## src/rtl/rai_pkg.sv

```systemverilog
// Shared constants and types for the reader activation and switching I/O control block.
`default_nettype none

package rai_pkg;

	// ------------------------------------------------------------
	// Request services and object paths
	// ------------------------------------------------------------
	localparam logic [7:0] SVC_GET = 8'h0e;
	localparam logic [7:0] SVC_SET = 8'h10;
	localparam logic [7:0] CLS_SWIO = 8'h67;
	localparam logic [7:0] CLS_ACT = 8'h6a;
	localparam logic [7:0] INST_ONE = 8'h01;
	localparam logic [7:0] INST_TWO = 8'h02;

	// ------------------------------------------------------------
	// Attribute numbers
	// ------------------------------------------------------------
	localparam logic [7:0] ATTR_RSV_LAST = 8'h04;
	localparam logic [7:0] ATTR_SIG = 8'h05;
	localparam logic [7:0] ATTR_DRIVE = 8'h06;
	localparam logic [7:0] ATTR_CLEAR = 8'h07;
	localparam logic [7:0] ATTR_CMP = 8'h08;
	localparam logic [7:0] ATTR_CMP_TGL = 8'h09;
	localparam logic [7:0] ATTR_MODE = 8'h01;
	localparam logic [7:0] ATTR_COUNT = 8'h02;
	localparam logic [7:0] ATTR_GATE = 8'h03;
	localparam logic [7:0] ATTR_ACK = 8'h04;
	localparam logic [7:0] ATTR_DRST = 8'h05;

	// ------------------------------------------------------------
	// Configuration image layout and reset values
	// ------------------------------------------------------------
	localparam int CFG_BYTES = 3;
	localparam int CFG_MODE_BYTE = 0;
	localparam int CFG_RFRAG_BYTE = 1;
	localparam int CFG_IFRAG_BYTE = 2;
	localparam int CFG_BIT = 0;
	localparam logic [7:0] CFG_RESET = 8'h00;
	localparam logic ATTR_RESET = 1'b0;

	// ------------------------------------------------------------
	// Answer status codes
	// ------------------------------------------------------------
	localparam logic [7:0] ST_OK = 8'h00;
	localparam logic [7:0] ST_ERR_PATH = 8'h05;
	localparam logic [7:0] ST_ERR_SVC = 8'h08;
	localparam logic [7:0] ST_ERR_RO = 8'h0e;
	localparam logic [7:0] ST_ERR_ATTR = 8'h14;

	// ------------------------------------------------------------
	// Result store and event counter
	// ------------------------------------------------------------
	localparam int RES_W = 8;
	localparam int RES_DEPTH = 256;
	localparam int PTR_W = 8;
	localparam logic [7:0] COUNT_MAX = 8'hff;
	localparam int CNT_W = 16;
	localparam logic [CNT_W-1:0] CNT_RESET = 16'h0000;

	typedef enum logic [1:0]
	{
		RAI_IDLE = 2'b00,
		RAI_SHOWN = 2'b01
	} rai_pres_t;

endpackage : rai_pkg

`default_nettype wire

```

## src/rtl/rai_channel.sv

```systemverilog
// One switching channel: output drive, signal state, event counter and comparison flags.
`default_nettype none

module rai_channel
	import rai_pkg::*;
(
	input wire logic clk_sys,
	input wire logic rstn,
	input wire logic pin_in,
	input wire logic drive_we,
	input wire logic clear_we,
	input wire logic wbit,
	input wire logic event_pulse,
	input wire logic [rai_pkg::CNT_W-1:0] compare_value,
	input wire logic repeat_mode,
	output logic pin_out,
	output logic clear_q,
	output logic signal_state,
	output logic compare_state,
	output logic compare_toggle
);
	logic [CNT_W-1:0] cnt_q;
	logic clear_rise;
	logic over;

	assign clear_rise = clear_we && wbit && !clear_q;
	assign over = cnt_q > compare_value;

	// ------------------------------------------------------------
	// Attribute storage and pins
	// ------------------------------------------------------------
	always_ff @(posedge clk_sys)
	begin
		if (!rstn)
		begin
			pin_out <= ATTR_RESET;
			clear_q <= ATTR_RESET;
			signal_state <= ATTR_RESET;
		end
		else
		begin
			signal_state <= pin_in;
			if (drive_we)
				pin_out <= wbit;
			if (clear_we)
				clear_q <= wbit;
		end
	end

	// ------------------------------------------------------------
	// Event counter and comparison
	// ------------------------------------------------------------
	// In the repeated mode the counter restarts once passed, so that it can pass again.
	always_ff @(posedge clk_sys)
	begin
		if (!rstn || clear_rise)
		begin
			cnt_q <= CNT_RESET;
			compare_state <= 1'b0;
			compare_toggle <= 1'b0;
		end
		else
		begin
			if (over)
				compare_state <= 1'b1;
			if (over && repeat_mode)
			begin
				compare_toggle <= !compare_toggle;
				cnt_q <= CNT_RESET;
			end
			else if (event_pulse && cnt_q != {CNT_W{1'b1}})
				cnt_q <= cnt_q + 16'h0001;
		end
	end
endmodule : rai_channel

`default_nettype wire

```

## src/rtl/rai_top.sv

```systemverilog
// Attribute service, configuration image, activation and result handshake of the reader.
`default_nettype none

module rai_top
	import rai_pkg::*;
(
	input wire logic clk_sys,
	input wire logic rstn,
	input wire logic cfg_valid,
	input wire logic [7:0] cfg_byte0,
	input wire logic [7:0] cfg_byte1,
	input wire logic [7:0] cfg_byte2,
	input wire logic req_valid,
	input wire logic [7:0] req_service,
	input wire logic [7:0] req_class,
	input wire logic [7:0] req_instance,
	input wire logic [7:0] req_attr,
	input wire logic [7:0] req_wdata,
	output logic rsp_valid,
	output logic [7:0] rsp_status,
	output logic [7:0] rsp_rdata,
	input wire logic sw1_pin_in,
	output logic sw1_pin_out,
	input wire logic sw1_event,
	input wire logic [rai_pkg::CNT_W-1:0] sw1_compare_value,
	input wire logic sw1_repeat_mode,
	input wire logic sw2_pin_in,
	output logic sw2_pin_out,
	input wire logic sw2_event,
	input wire logic [rai_pkg::CNT_W-1:0] sw2_compare_value,
	input wire logic sw2_repeat_mode,
	input wire logic res_valid,
	input wire logic [rai_pkg::RES_W-1:0] res_data,
	output logic res_ready,
	output logic [rai_pkg::RES_W-1:0] area_data,
	output logic area_new_toggle,
	output logic gate_open,
	output logic handshake_en,
	output logic result_fragment_en,
	output logic input_fragment_en
);
	import rai_pkg::*;

	// ------------------------------------------------------------
	// Request decode
	// ------------------------------------------------------------
	logic is_get;
	logic is_set;
	logic hit_swio;
	logic hit_act;
	logic ch_two;
	logic wr;
	logic wbit;
	logic [1:0] drive_we;
	logic [1:0] clear_we;
	logic mode_we;
	logic gate_we;
	logic ack_we;
	logic drst_we;

	assign is_get = req_service == SVC_GET;
	assign is_set = req_service == SVC_SET;
	assign hit_swio = req_class == CLS_SWIO
		&& (req_instance == INST_ONE || req_instance == INST_TWO);
	assign hit_act = req_class == CLS_ACT && req_instance == INST_ONE;
	assign ch_two = req_instance == INST_TWO;
	assign wr = req_valid && is_set;
	assign wbit = req_wdata[0];
	assign drive_we[0] = wr && hit_swio && !ch_two && req_attr == ATTR_DRIVE;
	assign drive_we[1] = wr && hit_swio && ch_two && req_attr == ATTR_DRIVE;
	assign clear_we[0] = wr && hit_swio && !ch_two && req_attr == ATTR_CLEAR;
	assign clear_we[1] = wr && hit_swio && ch_two && req_attr == ATTR_CLEAR;
	assign mode_we = wr && hit_act && req_attr == ATTR_MODE;
	assign gate_we = wr && hit_act && req_attr == ATTR_GATE;
	assign ack_we = wr && hit_act && req_attr == ATTR_ACK;
	assign drst_we = wr && hit_act && req_attr == ATTR_DRST;

	// ------------------------------------------------------------
	// Switching channels
	// ------------------------------------------------------------
	logic [1:0] ch_clear_q;
	logic [1:0] ch_sig;
	logic [1:0] ch_cmp;
	logic [1:0] ch_tgl;

	rai_channel u_switching_channel_one (
		.clk_sys(clk_sys),
		.rstn(rstn),
		.pin_in(sw1_pin_in),
		.drive_we(drive_we[0]),
		.clear_we(clear_we[0]),
		.wbit(wbit),
		.event_pulse(sw1_event),
		.compare_value(sw1_compare_value),
		.repeat_mode(sw1_repeat_mode),
		.pin_out(sw1_pin_out),
		.clear_q(ch_clear_q[0]),
		.signal_state(ch_sig[0]),
		.compare_state(ch_cmp[0]),
		.compare_toggle(ch_tgl[0])
	);

	rai_channel u_switching_channel_two (
		.clk_sys(clk_sys),
		.rstn(rstn),
		.pin_in(sw2_pin_in),
		.drive_we(drive_we[1]),
		.clear_we(clear_we[1]),
		.wbit(wbit),
		.event_pulse(sw2_event),
		.compare_value(sw2_compare_value),
		.repeat_mode(sw2_repeat_mode),
		.pin_out(sw2_pin_out),
		.clear_q(ch_clear_q[1]),
		.signal_state(ch_sig[1]),
		.compare_state(ch_cmp[1]),
		.compare_toggle(ch_tgl[1])
	);

	// ------------------------------------------------------------
	// Configuration and activation attributes
	// ------------------------------------------------------------
	logic gate_trig_q;
	logic ack_q;
	logic drst_q;
	logic gate_rise;
	logic gate_fall;
	logic ack_evt;
	logic drst_evt;

	assign gate_rise = gate_we && wbit && !gate_trig_q;
	assign gate_fall = gate_we && !wbit && gate_trig_q;
	assign ack_evt = ack_we && (wbit != ack_q) && handshake_en;
	assign drst_evt = drst_we && wbit && !drst_q;

	always_ff @(posedge clk_sys)
	begin
		if (!rstn)
		begin
			handshake_en <= CFG_RESET[CFG_BIT];
			result_fragment_en <= CFG_RESET[CFG_BIT];
			input_fragment_en <= CFG_RESET[CFG_BIT];
		end
		else if (cfg_valid)
		begin
			handshake_en <= cfg_byte0[CFG_BIT];
			result_fragment_en <= cfg_byte1[CFG_BIT];
			input_fragment_en <= cfg_byte2[CFG_BIT];
		end
		else if (mode_we)
			handshake_en <= wbit;
	end

	// Written values are kept so that the next write can be compared for an edge.
	always_ff @(posedge clk_sys)
	begin
		if (!rstn)
		begin
			gate_trig_q <= ATTR_RESET;
			ack_q <= ATTR_RESET;
			drst_q <= ATTR_RESET;
			gate_open <= 1'b0;
		end
		else
		begin
			if (gate_we)
				gate_trig_q <= wbit;
			if (ack_we)
				ack_q <= wbit;
			if (drst_we)
				drst_q <= wbit;
			if (gate_rise)
				gate_open <= 1'b1;
			else if (gate_fall)
				gate_open <= 1'b0;
		end
	end

	// ------------------------------------------------------------
	// Result store and handshake
	// ------------------------------------------------------------
	logic [RES_W-1:0] mem [RES_DEPTH];
	logic [PTR_W-1:0] wr_ptr_q;
	logic [PTR_W-1:0] rd_ptr_q;
	logic [7:0] count_q;
	rai_pres_t pres_q;
	logic push;
	logic pop;
	logic show;
	logic last_ack;

	// The store is only used with handshake; plain output passes each result straight through.
	assign res_ready = !handshake_en || count_q != COUNT_MAX;
	assign push = res_valid && res_ready && handshake_en && !drst_evt;
	assign pop = pres_q == RAI_SHOWN && ack_evt && !drst_evt;
	assign show = pres_q == RAI_IDLE && count_q != 8'h00 && handshake_en && !drst_evt;
	assign last_ack = pop && count_q == 8'h01 && !push;

	always_ff @(posedge clk_sys)
	begin
		if (push)
			mem[wr_ptr_q] <= res_data;
	end

	always_ff @(posedge clk_sys)
	begin
		if (!rstn || drst_evt)
		begin
			wr_ptr_q <= '0;
			rd_ptr_q <= '0;
			count_q <= 8'h00;
			pres_q <= RAI_IDLE;
		end
		else
		begin
			if (push)
				wr_ptr_q <= wr_ptr_q + 8'h01;
			if (pop)
				rd_ptr_q <= rd_ptr_q + 8'h01;
			if (push && !pop)
				count_q <= count_q + 8'h01;
			else if (pop && !push)
				count_q <= count_q - 8'h01;
			case (pres_q)
				RAI_IDLE:
					if (show)
						pres_q <= RAI_SHOWN;
				RAI_SHOWN:
					if (pop || !handshake_en)
						pres_q <= RAI_IDLE;
				default:
					pres_q <= RAI_IDLE;
			endcase
		end
	end

	always_ff @(posedge clk_sys)
	begin
		if (!rstn || drst_evt)
		begin
			area_data <= '0;
			area_new_toggle <= 1'b0;
		end
		else if (!handshake_en && res_valid)
		begin
			area_data <= res_data;
			area_new_toggle <= !area_new_toggle;
		end
		else if (show)
		begin
			area_data <= mem[rd_ptr_q];
			area_new_toggle <= !area_new_toggle;
		end
		else if (last_ack)
			area_data <= '0;
	end

	// ------------------------------------------------------------
	// Answer
	// ------------------------------------------------------------
	logic [7:0] st_d;
	logic [7:0] rd_d;
	logic ro_attr;

	always_comb
	begin
		st_d = ST_OK;
		rd_d = 8'h00;
		ro_attr = 1'b0;
		if (!is_get && !is_set)
			st_d = ST_ERR_SVC;
		else if (hit_swio)
		begin
			case (req_attr)
				ATTR_SIG:
				begin
					rd_d = {7'h00, ch_sig[ch_two]};
					ro_attr = 1'b1;
				end
				ATTR_DRIVE:
					rd_d = {7'h00, ch_two ? sw2_pin_out : sw1_pin_out};
				ATTR_CLEAR:
					rd_d = {7'h00, ch_clear_q[ch_two]};
				ATTR_CMP:
				begin
					rd_d = {7'h00, ch_cmp[ch_two]};
					ro_attr = 1'b1;
				end
				ATTR_CMP_TGL:
				begin
					rd_d = {7'h00, ch_tgl[ch_two]};
					ro_attr = 1'b1;
				end
				default:
					st_d = ST_ERR_ATTR;
			endcase
		end
		else if (hit_act)
		begin
			case (req_attr)
				ATTR_MODE:
					rd_d = {7'h00, handshake_en};
				ATTR_COUNT:
				begin
					rd_d = count_q;
					ro_attr = 1'b1;
				end
				ATTR_GATE:
					rd_d = {7'h00, gate_trig_q};
				ATTR_ACK:
					rd_d = {7'h00, ack_q};
				ATTR_DRST:
					rd_d = {7'h00, drst_q};
				default:
					st_d = ST_ERR_ATTR;
			endcase
		end
		else
			st_d = ST_ERR_PATH;
		if (st_d == ST_OK && is_set && ro_attr)
			st_d = ST_ERR_RO;
	end

	// Attribute writes above act only where the answer is OK: a valid path and a writable attribute.
	always_ff @(posedge clk_sys)
	begin
		if (!rstn)
		begin
			rsp_valid <= 1'b0;
			rsp_status <= ST_OK;
			rsp_rdata <= 8'h00;
		end
		else
		begin
			rsp_valid <= req_valid;
			if (req_valid)
			begin
				rsp_status <= st_d;
				rsp_rdata <= is_get ? rd_d : 8'h00;
			end
		end
	end
endmodule : rai_top

`default_nettype wire

```

## config.mk

```make
export PLATFORM = sky130hd
export DESIGN_NAME = rai_top
export DESIGN_NICKNAME = d
export VERILOG_FILES = /design/src/rtl/rai_pkg.sv /design/src/rtl/rai_channel.sv /design/src/rtl/rai_top.sv
export SDC_FILE = /design/constraint.sdc
export NUM_CORES = 2
export LEC_CHECK = 0
export ABC_AREA = 1
export BUFFER_PORTS_ARGS = -buffer_cell sky130_fd_sc_hd__buf_2
export CORE_ASPECT_RATIO = 0.7
export CORE_MARGIN = 4
export CORE_UTILIZATION = 30
export CTS_CLUSTER_DIAMETER = 150
export DETAILED_ROUTE_END_ITERATION = 8
export HOLD_SLACK_MARGIN = 0.15
export PLACE_DENSITY = 0.48
export SYNTH_ARGS = -nofsm -noshare
export SYNTH_HDL_FRONTEND = slang
export SYNTH_HIERARCHICAL = 1
export SYNTH_SLANG_ARGS = --single-unit
```

## constraint.sdc

```tcl
create_clock -name clk_sys -period 5.5 [get_ports clk_sys]
set_input_delay 0.825 -clock clk_sys [delete_from_list [all_inputs] [get_ports clk_sys]]
set_output_delay 0.825 -clock clk_sys [all_outputs]
set_load 0.03 [all_outputs]
```

==> results.rst <==
.. list-table::
   :header-rows: 1

   * - Metric
     - Value
   * - Clock root buffer
     - sky130_fd_sc_hd__clkbuf_16
   * - Number of DRC violations after detailed-routing iteration 0
     - 6173
   * - Critical path peak fanout
     - 233
   * - Number of core rows
     - 167
   * - Setup TNS
     - 0 ns
   * - Post-layout minimum cycle time
     - 4.31 ns
   * - Synth cell types
     - 52
   * - Run status
     - finished with violations
   * - Area growth syn-to-layout
     - 12.2%
   * - Clock Tree Buf Depth
     - 4
   * - Largest net degree at the start of global routing
     - between 200 and 250
   * - Sequential cell area fraction in the yosys report
     - 0.711
   * - Max-Slew Margin vs Limit
     - -0.0655
   * - EDFF count, synth
     - 2048
   * - Synth warn
     - 6
   * - Violations in the final reports
     - max-slew violations
   * - Overall power of the completed layout
     - 32.2 mW
   * - Nets
     - 7965
   * - # DRC
     - 0
   * - # fillers
     - around 30000
   * - Total leakage power
     - 34.1 nW
   * - Share of cells above drive strength 1
     - 0.0730
   * - Slowest stage cell, crit path
     - sky130_fd_sc_hd__dfxtp_4
   * - Number of optimization iterations in the first detailed-route pass
     - 5
   * - HPWL after detailed placement
     - 153000 um
   * - Vertical die dimension
     - 465 um
   * - Clock tree from TritonCTS
     - built
   * - Number of buffers and inverters on the critical path
     - 2
   * - Final Wtd Congestion
     - 0.846
   * - Deepest level of the CTS H-tree
     - 4
   * - Synth Register Bits
     - 2153
   * - Pins Over Slew Limit
     - 72
   * - Wire length of the first global-routing pass
     - roughly 390000 um
   * - Initial core utilization
     - 0.302
   * - Fraction of post-synthesis cell area in the top cell type by area
     - 0.688
   * - Crit start category
     - register
   * - Inserted Clock Buffers
     - 208
   * - Number of setup violations in the final report
     - 0
   * - Top library cells by usage in the layout, fill and taps aside
     - sky130_fd_sc_hd__nand2_1 (2266), sky130_fd_sc_hd__nand3_1 (2091), sky130_fd_sc_hd__edfxtp_1 (2048)
   * - Count of hold-fix buffers inserted at cts
     - 3
   * - Required @ worst endpoint
     - roughly 6.2 ns
   * - Cell type with the largest total area after synthesis
     - sky130_fd_sc_hd__edfxtp_1
   * - Die Footprint
     - 307000 um^2
   * - Clock insertion delay at the later pin of the skew report
     - 0.86 ns
   * - Synth Flop Type
     - sky130_fd_sc_hd__edfxtp_1
   * - Total power per unit cell area
     - ~320 nW/um^2
   * - Core box area
     - 296000 um^2
   * - Vias
     - 59601
   * - Port buffer count
     - around 120
   * - Count of maximum capacitance violations
     - 0
   * - Number of top-level design ports
     - 148
   * - Via count of the first global-routing pass
     - 57013
   * - Die extent in x
     - around 660 um
   * - Number of antenna violations at the first check in global routing
     - 11
   * - Data arrival time of the critical path
     - 5.04 ns
   * - Total global routing track utilization
     - 0.169
   * - Min-Delay Path Class
     - in -> reg
   * - Main area contributors after synthesis
     - sky130_fd_sc_hd__edfxtp_1 (69%), sky130_fd_sc_hd__nand3_1 (12%), sky130_fd_sc_hd__nand2_1 (9.5%), sky130_fd_sc_hd__dfxtp_1 (2.4%), sky130_fd_sc_hd__nor2_1 (1.5%)
   * - Number of hold violations in the final report
     - 0
   * - Most prevalent standard cell on the critical path
     - sky130_fd_sc_hd__nand3_1
   * - Total clock sinks
     - 2153
   * - Crit Path Category
     - reg -> reg
   * - Setup Buffers After CTS
     - 0
   * - Unrepaired setup endpoints after global routing
     - false
   * - Clock transition at path regs
     - 0.06 ns
   * - Largest vdd supply drop
     - 0.266 mV
   * - Final routed wirelength across all metal layers
     - 266000 um
   * - Series of cell instances along the critical path
     - inv_16, buf_12, nand2_1, nand3_1, nand3_1, nand3_1, nand3_1, nand3_1, nand3_1, nand3_1, nand3_1, a21oi_1
   * - Avg Synthesized Cell Area
     - 11.4 um^2
   * - Slew @ Worst Pin
     - roughly 1.6 ns
   * - Crit path capture type
     - register
   * - Routed len/inst
     - around 22 um
   * - Post-route ant nets
     - 0
   * - Mapped Area
     - 89400 um^2
   * - Clock skew
     - 0.0468 ns
   * - PostCTS Resize Cnt
     - 0
   * - Most common library cell in the layout ignoring fill and taps
     - sky130_fd_sc_hd__nand2_1
   * - Largest delay share family, worst path
     - simple AND/OR/NAND/NOR gates
   * - WHS
     - 0.228 ns
   * - GRT Residual Overflow
     - 0
   * - Peak per-stage delay on the critical path
     - 0.83 ns
   * - Average via count per standard cell
     - 4.99
   * - Highest attainable clock frequency
     - 232 MHz
   * - Final Cycle Share
     - 0.784
   * - Gate Count Post-Synth
     - roughly 7800
   * - Share of synthesized registers carrying an async set or reset
     - 0
Yosys cell counts (6+ instances only):
cell / number
sky130_fd_sc_hd__nand4_1: 24
sky130_fd_sc_hd__nand2_1: 2266
sky130_fd_sc_hd__inv_2: 9
sky130_fd_sc_hd__nand3_1: 2091
sky130_fd_sc_hd__buf_6: 13
sky130_fd_sc_hd__nor3_2: 8
sky130_fd_sc_hd__a21oi_1: 76
sky130_fd_sc_hd__nand4_4: 6
sky130_fd_sc_hd__buf_4: 32
sky130_fd_sc_hd__clkbuf_1: 127
sky130_fd_sc_hd__xnor2_1: 6
sky130_fd_sc_hd__nor2_1: 365
sky130_fd_sc_hd__buf_1: 70
sky130_fd_sc_hd__buf_2: 252
sky130_fd_sc_hd__nor3_1: 20
sky130_fd_sc_hd__dfxtp_1: 105
sky130_fd_sc_hd__ha_1: 44
sky130_fd_sc_hd__o21a_1: 7
sky130_fd_sc_hd__inv_1: 155
sky130_fd_sc_hd__nand2_2: 6
sky130_fd_sc_hd__o21ai_0: 32
sky130_fd_sc_hd__xor2_1: 17
sky130_fd_sc_hd__edfxtp_1: 2048
worst min-delay path, delay by kind of cell:
family	cells	cell delay, ns
simple gates	2	0.12
buf+inv	1	0.09
metal layers:
| layer | global-route usage | wire, um | up-vias |
|---|---|---|---|
| li1 | - | - | 27589 |
| met1 | 0.261 | 128000 | 29643 |
| met2 | 0.241 | 112000 | 2021 |
| met3 | 0.0338 | 21000 | 346 |
| met4 | 0.0381 | 5560 | 2 |
| met5 | 0 | 11 | - |
through the flow:
stage	cells	setup slack (ns)	utilization	cell area [um^2]
floorplan	7851	2.35	-	89400
global placement	11564	1.32	0.318	94100
detailed placement	11564	1.32	0.318	94100
CTS	11931	1.67	0.339	100000
global route	11931	1.30	0.339	100000
finish	11934	1.19	0.339	100000
cell type report:
| cell class | count | area, um^2 | share of cell area |
|---|---|---|---|
| repair buffers | 242 | 2090 | 0.0208 |
| inverters | 168 | 672 | 0.00670 |
| multi-input cells | 5033 | 22800 | 0.227 |
| flip-flops and latches | 2153 | 63600 | 0.634 |
| well taps | 3971 | 4970 | 0.0495 |
| clock buffers | 264 | 5480 | 0.0546 |
| diodes | 3 | 7.51 | 0.0000748 |
| clock inverters | 100 | 747 | 0.00744 |
cells by family (layout without fill, tap and decap cells):
| group | Yosys count | in the layout | share of synthesized area |
|---|---|---|---|
| flops | 2153 | 2153 | 0.711 |
| compound gates | 138 | 138 | 0.00855 |
| xor+xnor | 23 | 23 | 0.00225 |
| other cells | 1 | 6 | 0.0000419 |
| fa+ha+maj | 44 | 44 | 0.00616 |
| buf+inv | 665 | 774 | 0.0344 |
| simple gates | 4825 | 4825 | 0.237 |
flip-flops by register name, indices dropped and copies added, names as in the netlist, 5 cells and up, named ones only:
register and flops:
area_data 8, count_q 8, mem 2048, rd_ptr_q 8, rsp_rdata 8, rsp_status 5
u_switching_channel_one/cnt_q 16, u_switching_channel_two/cnt_q 16, wr_ptr_q 8
worst paths after layout:
path                  from                end  slack, ns  cells past startpoint
max               register       area_data[0]       1.19                     12
min           cfg_byte2[0]  input_fragment_en       0.23                      3
max reg2reg       register       area_data[0]       1.19                     12
min reg2reg  rsp_status[0]      rsp_status[0]       0.46                      2
power breakdown:
group          switching (mW)  internal (mW)  total, mW
clock                    6.21           7.48       13.7
sequential             0.0128           17.9       17.9
combinational           0.468         0.0980      0.566
total                    6.69           25.5       32.2
Power figures use the tool's default switching activity.
